--- src/rtl/psl_pkg.sv ---
// shared constants and state types for the strap and status pin block
package psl_pkg;

    localparam int          NUM_PINS        = 5;
    localparam int          CNT_W           = 24;

    // pin order within the shared vector: address bit number equals index
    localparam int          PIN_RX          = 4;
    localparam int          PIN_TX          = 3;
    localparam int          PIN_LINK        = 2;
    localparam int          PIN_COLL        = 1;
    localparam int          PIN_ACT         = 0;

    localparam int          CLK_HZ          = 200_000_000;
    localparam int          COLL_STRETCH_MS = 70;
    // longest time, so rounded down to whole cycles
    localparam int          COLL_STRETCH_CYC = COLL_STRETCH_MS * (CLK_HZ / 1000);

    typedef enum logic [0:0] {
        ST_STRAP = 1'h0,
        ST_DRIVE = 1'h1
    } psl_state_e;

    typedef struct packed {
        psl_state_e          state;
        logic [NUM_PINS-1:0] strap;
        logic [NUM_PINS-1:0] led_o;
        logic                led_oe;
        logic                speed;
        logic                pair_a_tx;
        logic                addr_match;
    } psl_top_s;

    typedef struct packed {
        logic [CNT_W-1:0]    cnt;
        logic                lit;
    } psl_stretch_s;

    localparam psl_top_s TOP_RST = '{
        state:      ST_STRAP,
        strap:      5'h00,
        led_o:      5'h00,
        led_oe:     1'h0,
        speed:      1'h0,
        pair_a_tx:  1'h1,
        addr_match: 1'h0
    };

    localparam psl_stretch_s STRETCH_RST = '{cnt: 24'h000000, lit: 1'h0};

endpackage

--- src/rtl/psl_stretch_if.sv ---
// collision event in, stretched indication out
`timescale 1ns/1ps
interface psl_stretch_if;
    logic hit;
    logic lit;
    modport src (output hit, input lit);
    modport str (input hit, output lit);
endinterface

--- src/rtl/psl_stretch.sv ---
// pulse stretcher for the collision indication
`timescale 1ns/1ps
module psl_stretch #(
    parameter int STRETCH = psl_pkg::COLL_STRETCH_CYC
) (
    input  wire logic      clk,
    input  wire logic      rst,
    psl_stretch_if.str     sif
);

    psl_pkg::psl_stretch_s st_reg;
    psl_pkg::psl_stretch_s st_next;

    always_comb begin
        st_next = st_reg;
        if (rst) begin
            st_next = psl_pkg::STRETCH_RST;
        end else if (sif.hit) begin
            // reload on every collision, so a burst keeps the lamp lit
            st_next.cnt = psl_pkg::CNT_W'(STRETCH);
            st_next.lit = 1'h1;
        end else if (st_reg.cnt != '0) begin
            st_next.cnt = st_reg.cnt - psl_pkg::CNT_W'(1);
            st_next.lit = 1'h1;
        end else begin
            st_next.lit = 1'h0;
        end
    end

    always_ff @(posedge clk) begin
        st_reg <= st_next;
    end

    assign sif.lit = st_reg.lit;

    coll_seen_a: assert property (
        @(posedge clk) disable iff (rst) sif.hit |=> sif.lit)
        else $error("collision not indicated on the next cycle");

    coll_hold_a: assert property (
        @(posedge clk) disable iff (rst)
        (!sif.hit && st_reg.cnt != '0) |=> (sif.lit && st_reg.cnt == $past(st_reg.cnt) - 1))
        else $error("stretched collision dropped or count not falling");

    coll_quiet_a: assert property (
        @(posedge clk) disable iff (rst)
        (!sif.hit && st_reg.cnt == '0) |=> !sif.lit)
        else $error("collision shown with no collision pending");

endmodule

--- src/rtl/psl_pin_mux.sv ---
// shared address strap / status lamp pins with speed, crossover and address match
// Function
// - in hardware reset pins are inputs, latched at release
// - after sampling, pins become status outputs
// - software reset keeps straps and output direction
// - asserted output is inverse of latched strap
// - pins 4..0: receive, transmit, link, collision, activity
// - latched low gives address zero, high one
// - collision lamp stretched about seventy milliseconds
// - collision lamp follows detected collisions
// - activity lamp follows line activity
// - speed output high at 100 Mb/s
// - crossover enable pin high allows automatic selection
// - system reset input is active low
// - link lamp follows valid link
// - transmit lamp follows transmit activity
// - crossover enable low forces pair A transmit
`timescale 1ns/1ps
module psl_pin_mux #(
    parameter int COLL_STRETCH_CYCLES = psl_pkg::COLL_STRETCH_CYC
) (
    input  wire logic       CORE_CLK,
    input  wire logic       RST,
    input  wire logic       SYSTEM_RESET_N,
    input  wire logic       SW_RESET,
    input  wire logic       ADDR4_RX_LED_PIN_I,
    output logic            ADDR4_RX_LED_PIN_O,
    output logic            ADDR4_RX_LED_PIN_OE,
    input  wire logic       ADDR3_TX_LED_PIN_I,
    output logic            ADDR3_TX_LED_PIN_O,
    output logic            ADDR3_TX_LED_PIN_OE,
    input  wire logic       ADDR2_LINK_LED_PIN_I,
    output logic            ADDR2_LINK_LED_PIN_O,
    output logic            ADDR2_LINK_LED_PIN_OE,
    input  wire logic       ADDR1_COLLISION_LED_PIN_I,
    output logic            ADDR1_COLLISION_LED_PIN_O,
    output logic            ADDR1_COLLISION_LED_PIN_OE,
    input  wire logic       ADDR0_ACTIVITY_LED_PIN_I,
    output logic            ADDR0_ACTIVITY_LED_PIN_O,
    output logic            ADDR0_ACTIVITY_LED_PIN_OE,
    input  wire logic       RX_ACTIVE,
    input  wire logic       TX_ACTIVE,
    input  wire logic       LINK_VALID,
    input  wire logic       COLLISION_DET,
    input  wire logic       LINE_ACTIVE,
    input  wire logic       SPEED_100,
    input  wire logic       AUTO_CROSSOVER_ENABLE_PIN,
    input  wire logic       AUTO_CROSS_SEL,
    input  wire logic [4:0] MGMT_FRAME_ADDR,
    output logic [4:0]      PHY_ADDRESS_BITS,
    output logic            ADDR_MATCH,
    output logic            SPEED_IND,
    output logic            PAIR_A_TX
);

    psl_pkg::psl_top_s      st_reg;
    psl_pkg::psl_top_s      st_next;
    logic                   hw_rst;
    logic                   stretch_rst;
    logic [4:0]             pin_in;
    logic [4:0]             ind;
    logic                   cross_sel;

    psl_stretch_if          coll_if ();

    // power-on and pin reset both count as hardware reset
    assign hw_rst      = RST | ~SYSTEM_RESET_N;
    assign stretch_rst = hw_rst | SW_RESET;

    assign pin_in = {ADDR4_RX_LED_PIN_I, ADDR3_TX_LED_PIN_I, ADDR2_LINK_LED_PIN_I,
                     ADDR1_COLLISION_LED_PIN_I, ADDR0_ACTIVITY_LED_PIN_I};

    assign coll_if.hit = COLLISION_DET;

    psl_stretch #(
        .STRETCH (COLL_STRETCH_CYCLES)
    ) u_coll_stretch (
        .clk     (CORE_CLK),
        .rst     (stretch_rst),
        .sif     (coll_if)
    );

    // indication vector in address-bit order
    always_comb begin
        ind                     = 5'h00;
        ind[psl_pkg::PIN_RX]    = RX_ACTIVE;
        ind[psl_pkg::PIN_TX]    = TX_ACTIVE;
        ind[psl_pkg::PIN_LINK]  = LINK_VALID;
        ind[psl_pkg::PIN_COLL]  = coll_if.lit;
        ind[psl_pkg::PIN_ACT]   = LINE_ACTIVE;
    end

    // pin low forces straight pairing whatever the detector says
    assign cross_sel = AUTO_CROSSOVER_ENABLE_PIN & AUTO_CROSS_SEL;

    always_comb begin
        st_next = st_reg;
        if (hw_rst) begin
            // pins released so the strap resistors set the level
            st_next = psl_pkg::TOP_RST;
        end else begin
            case (st_reg.state)
                psl_pkg::ST_STRAP: begin
                    // first cycle out of reset: take the strap levels
                    st_next.strap  = pin_in;
                    st_next.led_o  = 5'h00;
                    st_next.led_oe = 1'h0;
                    st_next.state  = psl_pkg::ST_DRIVE;
                end
                psl_pkg::ST_DRIVE: begin
                    // strap and direction untouched by software reset
                    st_next.led_oe = 1'h1;
                    if (SW_RESET) begin
                        st_next.led_o = st_reg.strap;
                    end else begin
                        st_next.led_o = st_reg.strap ^ ind;
                    end
                end
                default: begin
                    st_next = psl_pkg::TOP_RST;
                end
            endcase
            st_next.speed      = SPEED_100;
            st_next.pair_a_tx  = ~cross_sel;
            st_next.addr_match = (st_reg.state == psl_pkg::ST_DRIVE) &&
                                 (MGMT_FRAME_ADDR == st_reg.strap);
        end
    end

    always_ff @(posedge CORE_CLK) begin
        st_reg <= st_next;
    end

    assign ADDR4_RX_LED_PIN_O         = st_reg.led_o[psl_pkg::PIN_RX];
    assign ADDR3_TX_LED_PIN_O         = st_reg.led_o[psl_pkg::PIN_TX];
    assign ADDR2_LINK_LED_PIN_O       = st_reg.led_o[psl_pkg::PIN_LINK];
    assign ADDR1_COLLISION_LED_PIN_O  = st_reg.led_o[psl_pkg::PIN_COLL];
    assign ADDR0_ACTIVITY_LED_PIN_O   = st_reg.led_o[psl_pkg::PIN_ACT];
    assign ADDR4_RX_LED_PIN_OE        = st_reg.led_oe;
    assign ADDR3_TX_LED_PIN_OE        = st_reg.led_oe;
    assign ADDR2_LINK_LED_PIN_OE      = st_reg.led_oe;
    assign ADDR1_COLLISION_LED_PIN_OE = st_reg.led_oe;
    assign ADDR0_ACTIVITY_LED_PIN_OE  = st_reg.led_oe;
    assign PHY_ADDRESS_BITS           = st_reg.strap;
    assign ADDR_MATCH                 = st_reg.addr_match;
    assign SPEED_IND                  = st_reg.speed;
    assign PAIR_A_TX                  = st_reg.pair_a_tx;

    pins_in_reset_a: assert property (
        @(posedge CORE_CLK) disable iff (RST) !SYSTEM_RESET_N |=> !st_reg.led_oe)
        else $error("shared pins driven during hardware reset");

    strap_capture_a: assert property (
        @(posedge CORE_CLK) disable iff (RST)
        (!hw_rst && st_reg.state == psl_pkg::ST_STRAP) |=>
            (PHY_ADDRESS_BITS == $past(pin_in) && !st_reg.led_oe))
        else $error("strap levels not latched at reset release");

    drive_after_a: assert property (
        @(posedge CORE_CLK) disable iff (RST)
        (!hw_rst && st_reg.state == psl_pkg::ST_STRAP) ##1 !hw_rst |=> st_reg.led_oe)
        else $error("shared pins not driven after sampling");

    sw_reset_keep_a: assert property (
        @(posedge CORE_CLK) disable iff (RST)
        (SW_RESET && SYSTEM_RESET_N && st_reg.led_oe) |=>
            (st_reg.led_oe && $stable(PHY_ADDRESS_BITS)))
        else $error("software reset disturbed strap or direction");

    led_polarity_a: assert property (
        @(posedge CORE_CLK) disable iff (RST)
        (!hw_rst && !SW_RESET && st_reg.state == psl_pkg::ST_DRIVE) |=>
            (st_reg.led_o == (st_reg.strap ^ $past(ind))))
        else $error("lamp level not inverse of strap when asserted");

    addr_match_a: assert property (
        @(posedge CORE_CLK) disable iff (RST)
        (!hw_rst && st_reg.state == psl_pkg::ST_DRIVE) |=>
            (ADDR_MATCH == ($past(MGMT_FRAME_ADDR) == PHY_ADDRESS_BITS)))
        else $error("address match wrong");

    speed_out_a: assert property (
        @(posedge CORE_CLK) disable iff (RST)
        !hw_rst |=> (SPEED_IND == $past(SPEED_100)))
        else $error("speed indication wrong");

    straight_pair_a: assert property (
        @(posedge CORE_CLK) disable iff (RST)
        !AUTO_CROSSOVER_ENABLE_PIN |=> PAIR_A_TX)
        else $error("crossover taken with enable pin low");

    auto_cross_a: assert property (
        @(posedge CORE_CLK) disable iff (RST)
        (!hw_rst && AUTO_CROSSOVER_ENABLE_PIN && AUTO_CROSS_SEL) |=> !PAIR_A_TX)
        else $error("automatic crossover not applied");

    strap_held_a: assert property (
        @(posedge CORE_CLK) disable iff (RST)
        (!hw_rst && st_reg.state == psl_pkg::ST_DRIVE) |=> $stable(PHY_ADDRESS_BITS))
        else $error("latched address moved outside hardware reset");

    no_resample_a: assert property (
        @(posedge CORE_CLK) disable iff (RST)
        (!hw_rst && st_reg.state == psl_pkg::ST_DRIVE) |=>
            (st_reg.state == psl_pkg::ST_DRIVE && st_reg.led_oe))
        else $error("strap sampling repeated without hardware reset");

    sw_reset_dark_a: assert property (
        @(posedge CORE_CLK) disable iff (RST)
        (SW_RESET && !hw_rst && st_reg.state == psl_pkg::ST_DRIVE) |=>
            (st_reg.led_o == st_reg.strap))
        else $error("status shown during software reset");

    reset_pin_a: assert property (
        @(posedge CORE_CLK) disable iff (RST)
        !SYSTEM_RESET_N |=>
            (st_reg.state == psl_pkg::ST_STRAP && PHY_ADDRESS_BITS == 5'h00))
        else $error("low reset pin did not hold the block in reset");

    rx_lamp_pin_a: assert property (
        @(posedge CORE_CLK) disable iff (RST)
        (!hw_rst && !SW_RESET && st_reg.state == psl_pkg::ST_DRIVE) |=>
            (ADDR4_RX_LED_PIN_O == (st_reg.strap[psl_pkg::PIN_RX] ^ $past(RX_ACTIVE))))
        else $error("receive status not on address bit four pin");

    coll_lamp_pin_a: assert property (
        @(posedge CORE_CLK) disable iff (RST)
        (!hw_rst && !SW_RESET && st_reg.state == psl_pkg::ST_DRIVE && coll_if.lit) |=>
            (ADDR1_COLLISION_LED_PIN_O != st_reg.strap[psl_pkg::PIN_COLL]))
        else $error("stretched collision not shown on its pin");

endmodule

--- config.mk ---
export PLATFORM = sky130hd
export DESIGN_NAME = psl_pin_mux
export DESIGN_NICKNAME = d
export VERILOG_FILES = /design/src/rtl/psl_pkg.sv /design/src/rtl/psl_stretch_if.sv /design/src/rtl/psl_stretch.sv /design/src/rtl/psl_pin_mux.sv
export SDC_FILE = /design/constraint.sdc
export NUM_CORES = 1
export LEC_CHECK = 0
export BUFFER_PORTS_ARGS = -buffer_cell sky130_fd_sc_hd__buf_2
export CAP_MARGIN = 15
export CORE_MARGIN = 3
export CORE_UTILIZATION = 55
export DETAILED_ROUTE_END_ITERATION = 12
export PLACE_DENSITY_LB_ADDON = 0.12
export SETUP_SLACK_MARGIN = 0.3
export SYNTH_ARGS = -nofsm -noshare
export SYNTH_HDL_FRONTEND = slang
export SYNTH_SLANG_ARGS = --single-unit
--- constraint.sdc ---
create_clock -name CORE_CLK -period 6.3 [get_ports CORE_CLK]
set_clock_uncertainty 0.05 [all_clocks]
set_input_delay 1.26 -clock CORE_CLK [delete_from_list [all_inputs] [get_ports CORE_CLK]]
set_output_delay 1.26 -clock CORE_CLK [all_outputs]
set_load 0.02 [all_outputs]
* Word-level counts from Yosys, hierarchy flattened
Index checks and enable logic that the tools add are counted.
** Storage, ports and cells
- Bits in registers :: 40
- Bits of input ports :: 22
- Output and inout port bits :: 18
- Word-level logic and storage cells :: 28
** Operators by class
- $add $sub $neg :: 1
- Equal/unequal tests :: 1
- Multiplexer cells :: 5
- Bitwise operators :: 7
- Reduce and logical (&&, ||, !) cells :: 4
** Operators with widths (count)
- two-way mux 25 bit :: 1
- two-way mux 24 bit :: 1
- nonzero test 24 bit :: 1
- subtractor 24 x 1 -> 24 bit, second input constant :: 1
- case mux 6 bit (2 select lines) :: 1
- equality test 5 bit :: 1
- two-way mux 5 bit :: 1
- XOR 5 bit :: 1
- NOT 1 bit :: 3
- bitwise OR 1 bit :: 2
- nonzero test 2 bit :: 1
- OR reduction 2 bit :: 1
- AND 1 bit :: 1
- logical AND 1 bit :: 1
- two-way mux 1 bit :: 1

* Longest topological paths before layout
Gate-level depths: netlist (run 1).
- Depth after elaboration :: 4
- Gate-level depth with buffers :: 8
- Mapped depth without buffers :: 6

* Modules after synthesis
From an unflattened synthesis (run 1), not the netlist that was laid out.
** Second synthesis, totals
- Cells, all modules :: 209
- Area, all modules :: 1924.3 um^2
** Modules (own cells, without submodules)
- psl_stretch :: instances 1, cells each 145, area each 1263.7 um^2, sequential area each 500.5 um^2
- psl_pin_mux :: instances 1, cells each 64, area each 660.6 um^2, sequential area each 300.3 um^2

* Worst setup path after synthesis (run 1)
Ideal clock, no wire load.
- Path kind :: input to register
- From :: input RST
- To :: register st_reg, in the netlist ADDR_MATCH
- Setup time :: 0.078 ns
- Arrival time :: 2.468 ns
- Required time :: 6.172 ns
- Setup slack :: 3.704 ns
- Stages on the path :: 6
- Buffers on the path :: 1
- Cell sequence :: nand2b_1 > clkbuf_1 > inv_1 > nand2_1 > or4_1 > nor3_1
** Between the ends
- Cells in the longest elaborated chain, start to end :: 1
** RTL lines
- start: declaration :: line psl_pin_mux.sv:23 : input wire logic RST,
- bitwise OR 1 bit :: line psl_pin_mux.sv:67 : assign hw_rst = RST | ~SYSTEM_RESET_N;
- end signal: assignment :: line psl_pin_mux.sv:131 : st_reg <= st_next;
- end: declaration :: line psl_pin_mux.sv:56 : psl_pkg::psl_top_s st_reg;
No other way between the ends.
A chain may end at the register's enable or synchronous reset.

* Worst setup path after layout (run 1)
- From :: input RST
- To :: register u_coll_stretch.st_reg[1] (netlist bit)
** Between the ends
- Cells in the longest elaborated chain, start to end :: 3
** RTL lines
- bitwise OR 1 bit :: line psl_pin_mux.sv:67
- bitwise OR 1 bit :: line psl_pin_mux.sv:68 : assign stretch_rst = hw_rst | SW_RESET;
- OR reduction 2 bit (no line)
- end signal: assignment :: line psl_stretch.sv:31 : st_reg <= st_next;
- end: declaration :: line psl_stretch.sv:11 : psl_pkg::psl_stretch_s st_reg;
No other way between the ends.

==> flow_summary.yaml, run 1 <==
grt:
  grt_overflow_total: 0
  track_usage_pct: 20.3
  antenna_found_initial: 0
  grt_pass1_vias: 1566
  grt_pass1_wl_um: 6970
  grt_start_max_net_pins: 25
clock_network:
  clkSinkCount: 40
  cts_hold_buffers: 0
  numCtsBuffers: 5
  cts.path.max_buffers: 2
  cts_resized: 0
  cts_tree: "yes"
  clk_pin_slew_ns: 0.07
  h-tree-depth: 2
  clk_latency_ns: 0.29
  cts-root-buf: "clkbuf_8"
  post_cts_buffers: 0
final_layout:
  largest_register_ffs: 24
  insertedDiodeCount: 0
  final_nets: 290
  final_core_util_pct: 66.0
  final_area_um2: 2290
  n_fill_cell: 312
  layout.cells.non_filler: 313
  syn2layout_area_growth_pct: 11.6
  drive_gt1_share_pct: 19.5
yosys:
  synth_area_leaders: "dfxtp_1, mux2i_1, nor2_1"
  syn_area_um2: 2050
  synth_top_area_cell: "dfxtp_1"
  synth_edf_count: 0
  syn_area_per_cell_um2: 8.65
  yosysMostFrequentCell: "dfxtp_1"
  synthArstFlopShare_pct: 0
  ys_ff_latch: 40
  synthFlopType: "dfxtp_1"
  synth.top_cell.area_share_pct: 39.0
  synthDistinctLibCells: 40
  ys_seq_area_share_pct: 39.0
  syn_nets: 261
  synthCells: 237
  synth_commonest_cells: "dfxtp_1, nor2_1, nor3_1"
  ys_warn_count: 0
power:
  p_switching_uw: 188
  p_per_area_nw_per_um2: 259
  p_seq_share_pct: 46.4
  power_frac_clock_pct: 29.6
  peakVddDrop_mv: 0.155
  p_leak_uw: 0.000946
  p_comb_share_pct: 24.0
  internal-power_uw: 405
  switching_share_pct: 31.7
place:
  place_hpwl_um: 3050
  placed_cells: 305
  place_congestion: 0.848
  placed_area_um2: 2200
  io_buffers: 39
routing:
  drt_pre_antenna_iters: 4
  wl_um: 4290
  vias_per_cell: 5.83
  route.detailed.drc: 0
  via_count: 1825
  wire_per_inst_um: 13.7
  first_iter_violations: 76
  antenna_left: 0
setup_path:
  critical_path_required_ns: 6.46
  cpMaxStageDelayCell: "nor2_1"
  slowest_delay_ns: 0.67
  critPathKind: "input pin to register"
  end_kind: "register"
  r2r-end: "u_coll_stretch.st_reg[22]"
  crit_chain: "buf_2, nand2b_1, nor2_1, nand2_1, nor3_1"
  reg2regPathDepth: 4
  r2r_slack_ns: 3.86
  worst-path-max-fanout: 13
  arrival_ns: 2.90
  reg2reg_from: "u_coll_stretch.st_reg[5]"
  start_kind: "input pin"
sta:
  slew_headroom_pct: 34.7
  fmax_mhz: 365
  rsz0062_at_grt: "no"
  setup_violations: 0
  hold_viol_final: 0
  drv_slew: 0
  tns_ns: 0
  min_period_ns: 2.74
  period_share_pct: 43.5
  worstMarginPinSlew_ns: 0.971
floorplanning:
  io_pins: 40
  die-area_um2: 4500
  die_w_um: 67.1
  fp.dieH_um: 67.1
  coreArea_um2: 3470
  rows: 21
  initial_core_util_pct: 59.1
hold_path:
  min_from: "u_coll_stretch.st_reg[7]"
  hold_depth: 2
  hold_end: "u_coll_stretch.st_reg[7]"
  holdCritPathClass: "register to register"
status:
  status: "completed"
job:
  cap_violations: 0
-- critical path: cells and delay by family --
kind	cells	cell delay [ns]
buf+inv	1	0.09
simple gates	4	1.55
-- final cells by class --
type                       instances  area (um^2)  share of cell area [%]
inverter                           5         18.8                   0.820
timing repair buffer              40          203                    8.86
tap                               46         57.6                    2.52
sequential                        40          801                    35.0
multi-input combinational        174         1120                    48.8
clock buffer                       6         82.6                    3.61
clock inverter                     2         10.0                   0.437
-- power groups by stage --
stage,clock network (uW),registers (uW),logic (uW)
final,176,275,142
after global routing,189,277,160
after CTS,180,274,143
after detailed placement,0,280,142
after global placement,0,280,142
after floorplan,0,278,116
-- metal layers --
layer,track usage (%),routed length (um)
met1,22.8,1900
met2,36.1,2030
met3,5.40,325
met4,7.85,36
met5,0,0
-- logic make-up after synthesis --
group           count (synthesis)  share of synthesized area [%]
flops                          40                           39.0
compound gates                 42                           14.3
buf+inv                        23                           6.53
simple gates                  110                           29.8
fa+ha+maj                       2                           1.22
mux                            10                           4.88
xor+xnor                       10                           4.27
-- placed cells by master (no fill, tap or decap), types with 2 or more instances in the layout --
master,n
a211oi_1,6
a21oi_1,7
a311oi_1,2
buf_2,39
clkbuf_8,6
clkinv_2,2
dfxtp_1,40
ha_1,2
inv_1,5
mux2i_1,10
nand2_1,12
nand2b_1,7
nand3_1,6
nand3b_1,2
nand4_1,3
nor2_1,24
nor2b_1,5
nor3_1,16
nor3b_1,5
nor4_1,8
nor4b_1,3
o21a_1,2
o21ai_0,9
o311ai_0,4
o31a_1,5
o31ai_1,5
or3_1,5
or4_1,7
xnor2_1,5
xor2_1,5
-- worst max path at each step --
stage	from	slack (ns)	to	depth (start not counted)
2_1_floorplan	RST	3.70	ADDR_MATCH	6
3_3_place_gp	RST	3.29	u_coll_stretch.st_reg[2]	5
3_5_place_dp	RST	3.26	u_coll_stretch.st_reg[14]	5
4_1_cts	RST	3.54	u_coll_stretch.st_reg[1]	5
5_1_grt	RST	3.39	u_coll_stretch.st_reg[2]	5
6_report	RST	3.56	u_coll_stretch.st_reg[1]	5
-- through the flow --
| step | setup slack [ns] | hold slack, ns | total power (uW) |
|---|---|---|---|
| 5_1_grt | 3.39 | 0.476 | 625 |
| 4_1_cts | 3.54 | 0.452 | 597 |
| 3_3_place_gp | 3.29 | 0.439 | 422 |
| 2_1_floorplan | 3.70 | 0.407 | 394 |
| 3_5_place_dp | 3.26 | 0.440 | 422 |
| 6_report | 3.56 | 0.454 | 593 |
No activity file was read; power rests on OpenSTA's default activity.
==> run 2: changes to the inputs <==
ABC_AREA = 1   (was not set)
CORE_UTILIZATION = 50   (was 55)
clock period = 2.5 ns   (was 6.3 ns; I/O delays follow)
==> run 2 against run 1 <==
Critical path depth up 2. Critical path type is now register to register. Cell count grew 19%. Flip-flop and latch count unchanged.
==> flow_summary.yaml, run 2 <==
yosys:
  synthMuxAreaShare_pct: 0
  ys_ff_latch: 40
  synth_top_area_cell: "dfxtp_1"
  synth_top_family_by_area: "simple AND/OR/NAND/NOR gates"
  ys_seq_area_share_pct: 36.6
  syn_area_per_cell_um2: 7.57
  syn_nets: 313
  synth-compound-area-share_pct: 10.4
  synth_fa_ha_area_share_pct: 1.14
  synthFlopType: "dfxtp_1"
  synthDistinctLibCells: 30
  synth_xor_area_share_pct: 5.20
  synthArstFlopShare_pct: 0
  synth_commonest_cells: "nand2_1, nor2_1, dfxtp_1"
  synth_area_leaders: "dfxtp_1, nand2_1, nor2_1"
  synth_edf_count: 0
  ys_warn_count: 0
  synth.top_cell.area_share_pct: 36.6
  synthCells: 289
  syn_area_um2: 2190
  yosys.area_share.simple_pct: 37.3
sta:
  worstMarginPinSlew_ns: 0.439
  drv_slew: 0
  slew_headroom_pct: 70.7
  fmax_mhz: 600
  period_share_pct: 66.7
  holdWs_ns: 0.344
  setup_ws_ns: 0.832
  rsz0062_at_grt: "no"
  min_period_ns: 1.67
  tns_ns: 0
  hold_viol_final: 0
  setup_violations: 0
floorplanning:
  io_pins: 40
  die_w_um: 72.2
  coreArea_um2: 4120
  rows: 23
  fp.dieH_um: 72.2
  die-area_um2: 5210
  initial_core_util_pct: 53.2
clock_network:
  clkSinkCount: 40
  cts.path.max_buffers: 2
  cts-root-buf: "clkbuf_8"
  h-tree-depth: 2
  cts_resized: 0
  cts_tree: "yes"
  post_cts_buffers: 0
  clk_latency_ns: 0.29
  cts_hold_buffers: 0
  numCtsBuffers: 5
  clk_pin_slew_ns: 0.08
routing:
  drt_pre_antenna_iters: 5
  via_count: 1858
  vias_per_cell: 5.01
  route.detailed.drc: 0
  antenna_left: 0
  wl_um: 4470
  wire_per_inst_um: 12.1
  first_iter_violations: 158
setup_path:
  critPathKind: "register to register"
  r2r_slack_ns: 0.83
  critPathBufInv: 1
  arrival_ns: 1.79
  start_kind: "register"
  crit_family: "simple AND/OR/NAND/NOR gates"
  critical_path_required_ns: 2.62
  end_kind: "register"
  slowest_delay_ns: 0.35
  worst-path-max-fanout: 23
  crit_chain: "inv_1, ha_1, nand2_1, nor2_2, nand3_4, nand3_1, a21oi_1"
  cpMaxStageDelayCell: "dfxtp_1"
grt:
  grt_pass1_wl_um: 8050
  grt_start_max_net_pins: 24
  grt_pass1_vias: 1821
  antenna_found_initial: 0
  track_usage_pct: 19.4
  grt_overflow_total: 0
place:
  io_buffers: 39
  place_hpwl_um: 3450
  dp_slack_ns: 0.833
  place_congestion: 0.947
final_layout:
  final_cell_mix: "nor2_1, nand2_1, dfxtp_1, buf_2"
  insertedDiodeCount: 0
  n_fill_cell: 387
  largest_register_ffs: 24
  drive_gt1_share_pct: 29.6
  seq_area_um2: 801
  final_nets: 344
  syn2layout_area_growth_pct: 12.2
  multiInputGateArea_um2: 1180
  final_core_util_pct: 59.7
power:
  p_leak_uw: 0.00122
  peakVddDrop_mv: 0.373
  p_per_area_nw_per_um2: 699
job:
  cap_violations: 0
status:
  status: "completed"
hold_path:
  holdCritPathClass: "input pin to register"
## run 2: worst paths after layout
path,from,cells after the start,to
setup / recovery,u_coll_stretch.st_reg[1],7,u_coll_stretch.st_reg[24]
hold / removal,AUTO_CROSSOVER_ENABLE_PIN,2,PAIR_A_TX
setup reg to reg,u_coll_stretch.st_reg[1],7,u_coll_stretch.st_reg[24]
hold reg to reg,u_coll_stretch.sif.lit,2,ADDR1_COLLISION_LED_PIN_O
## run 2: per-layer routing
metal / global-route usage [%] / up-vias / part of all wire, %
met3: 4.29 / 6 / 4.8
met1: 24.8 / 826 / 47
met5: 0 / - / 0
li1: - / 980 / -
met2: 32.0 / 46 / 47
met4: 7.10 / 0 / 1.2
## run 2: cell type report
type	instances	area share, %
Clock buffer	5	2.80
Clock inverter	3	1.89
Sequential cell	40	32.6
Tap cell	50	2.55
Inverter	26	3.98
Multi-Input combinational cell	208	48.2
Timing Repair Buffer	39	7.95
## run 2: power breakdown
part | total (uW) | switching, uW | internal [uW]
sequential | 689 | 27.2 | 662
clock | 542 | 241 | 301
combinational | 487 | 299 | 188
total | 1720 | 567 | 1150
## run 2: worst register-to-register path: cells and delay by family, from the launching register on
family	cells	cell delay, ns
compound gates	1	0.08
fa+ha+maj	1	0.20
buf+inv	1	0.16
flops	1	0.35
simple gates	4	0.71
## run 2: cell families (layout without fill, tap and decap cells)
| logic type | count (synthesis) | in the layout |
|---|---|---|
| compound gates | 41 | 41 |
| xor+xnor | 13 | 13 |
| fa+ha+maj | 2 | 2 |
| buf+inv | 41 | 73 |
| flops | 40 | 40 |
| simple gates | 152 | 152 |
## run 2: through the flow
step / cell area, um^2 / power [uW] / cells
after global routing: 2450 / 1830 / 371
after floorplan: 2190 / 1110 / 289
after global placement: 2340 / 1190 / 363
final: 2450 / 1720 / 371
after CTS: 2450 / 1730 / 371
after detailed placement: 2340 / 1190 / 363
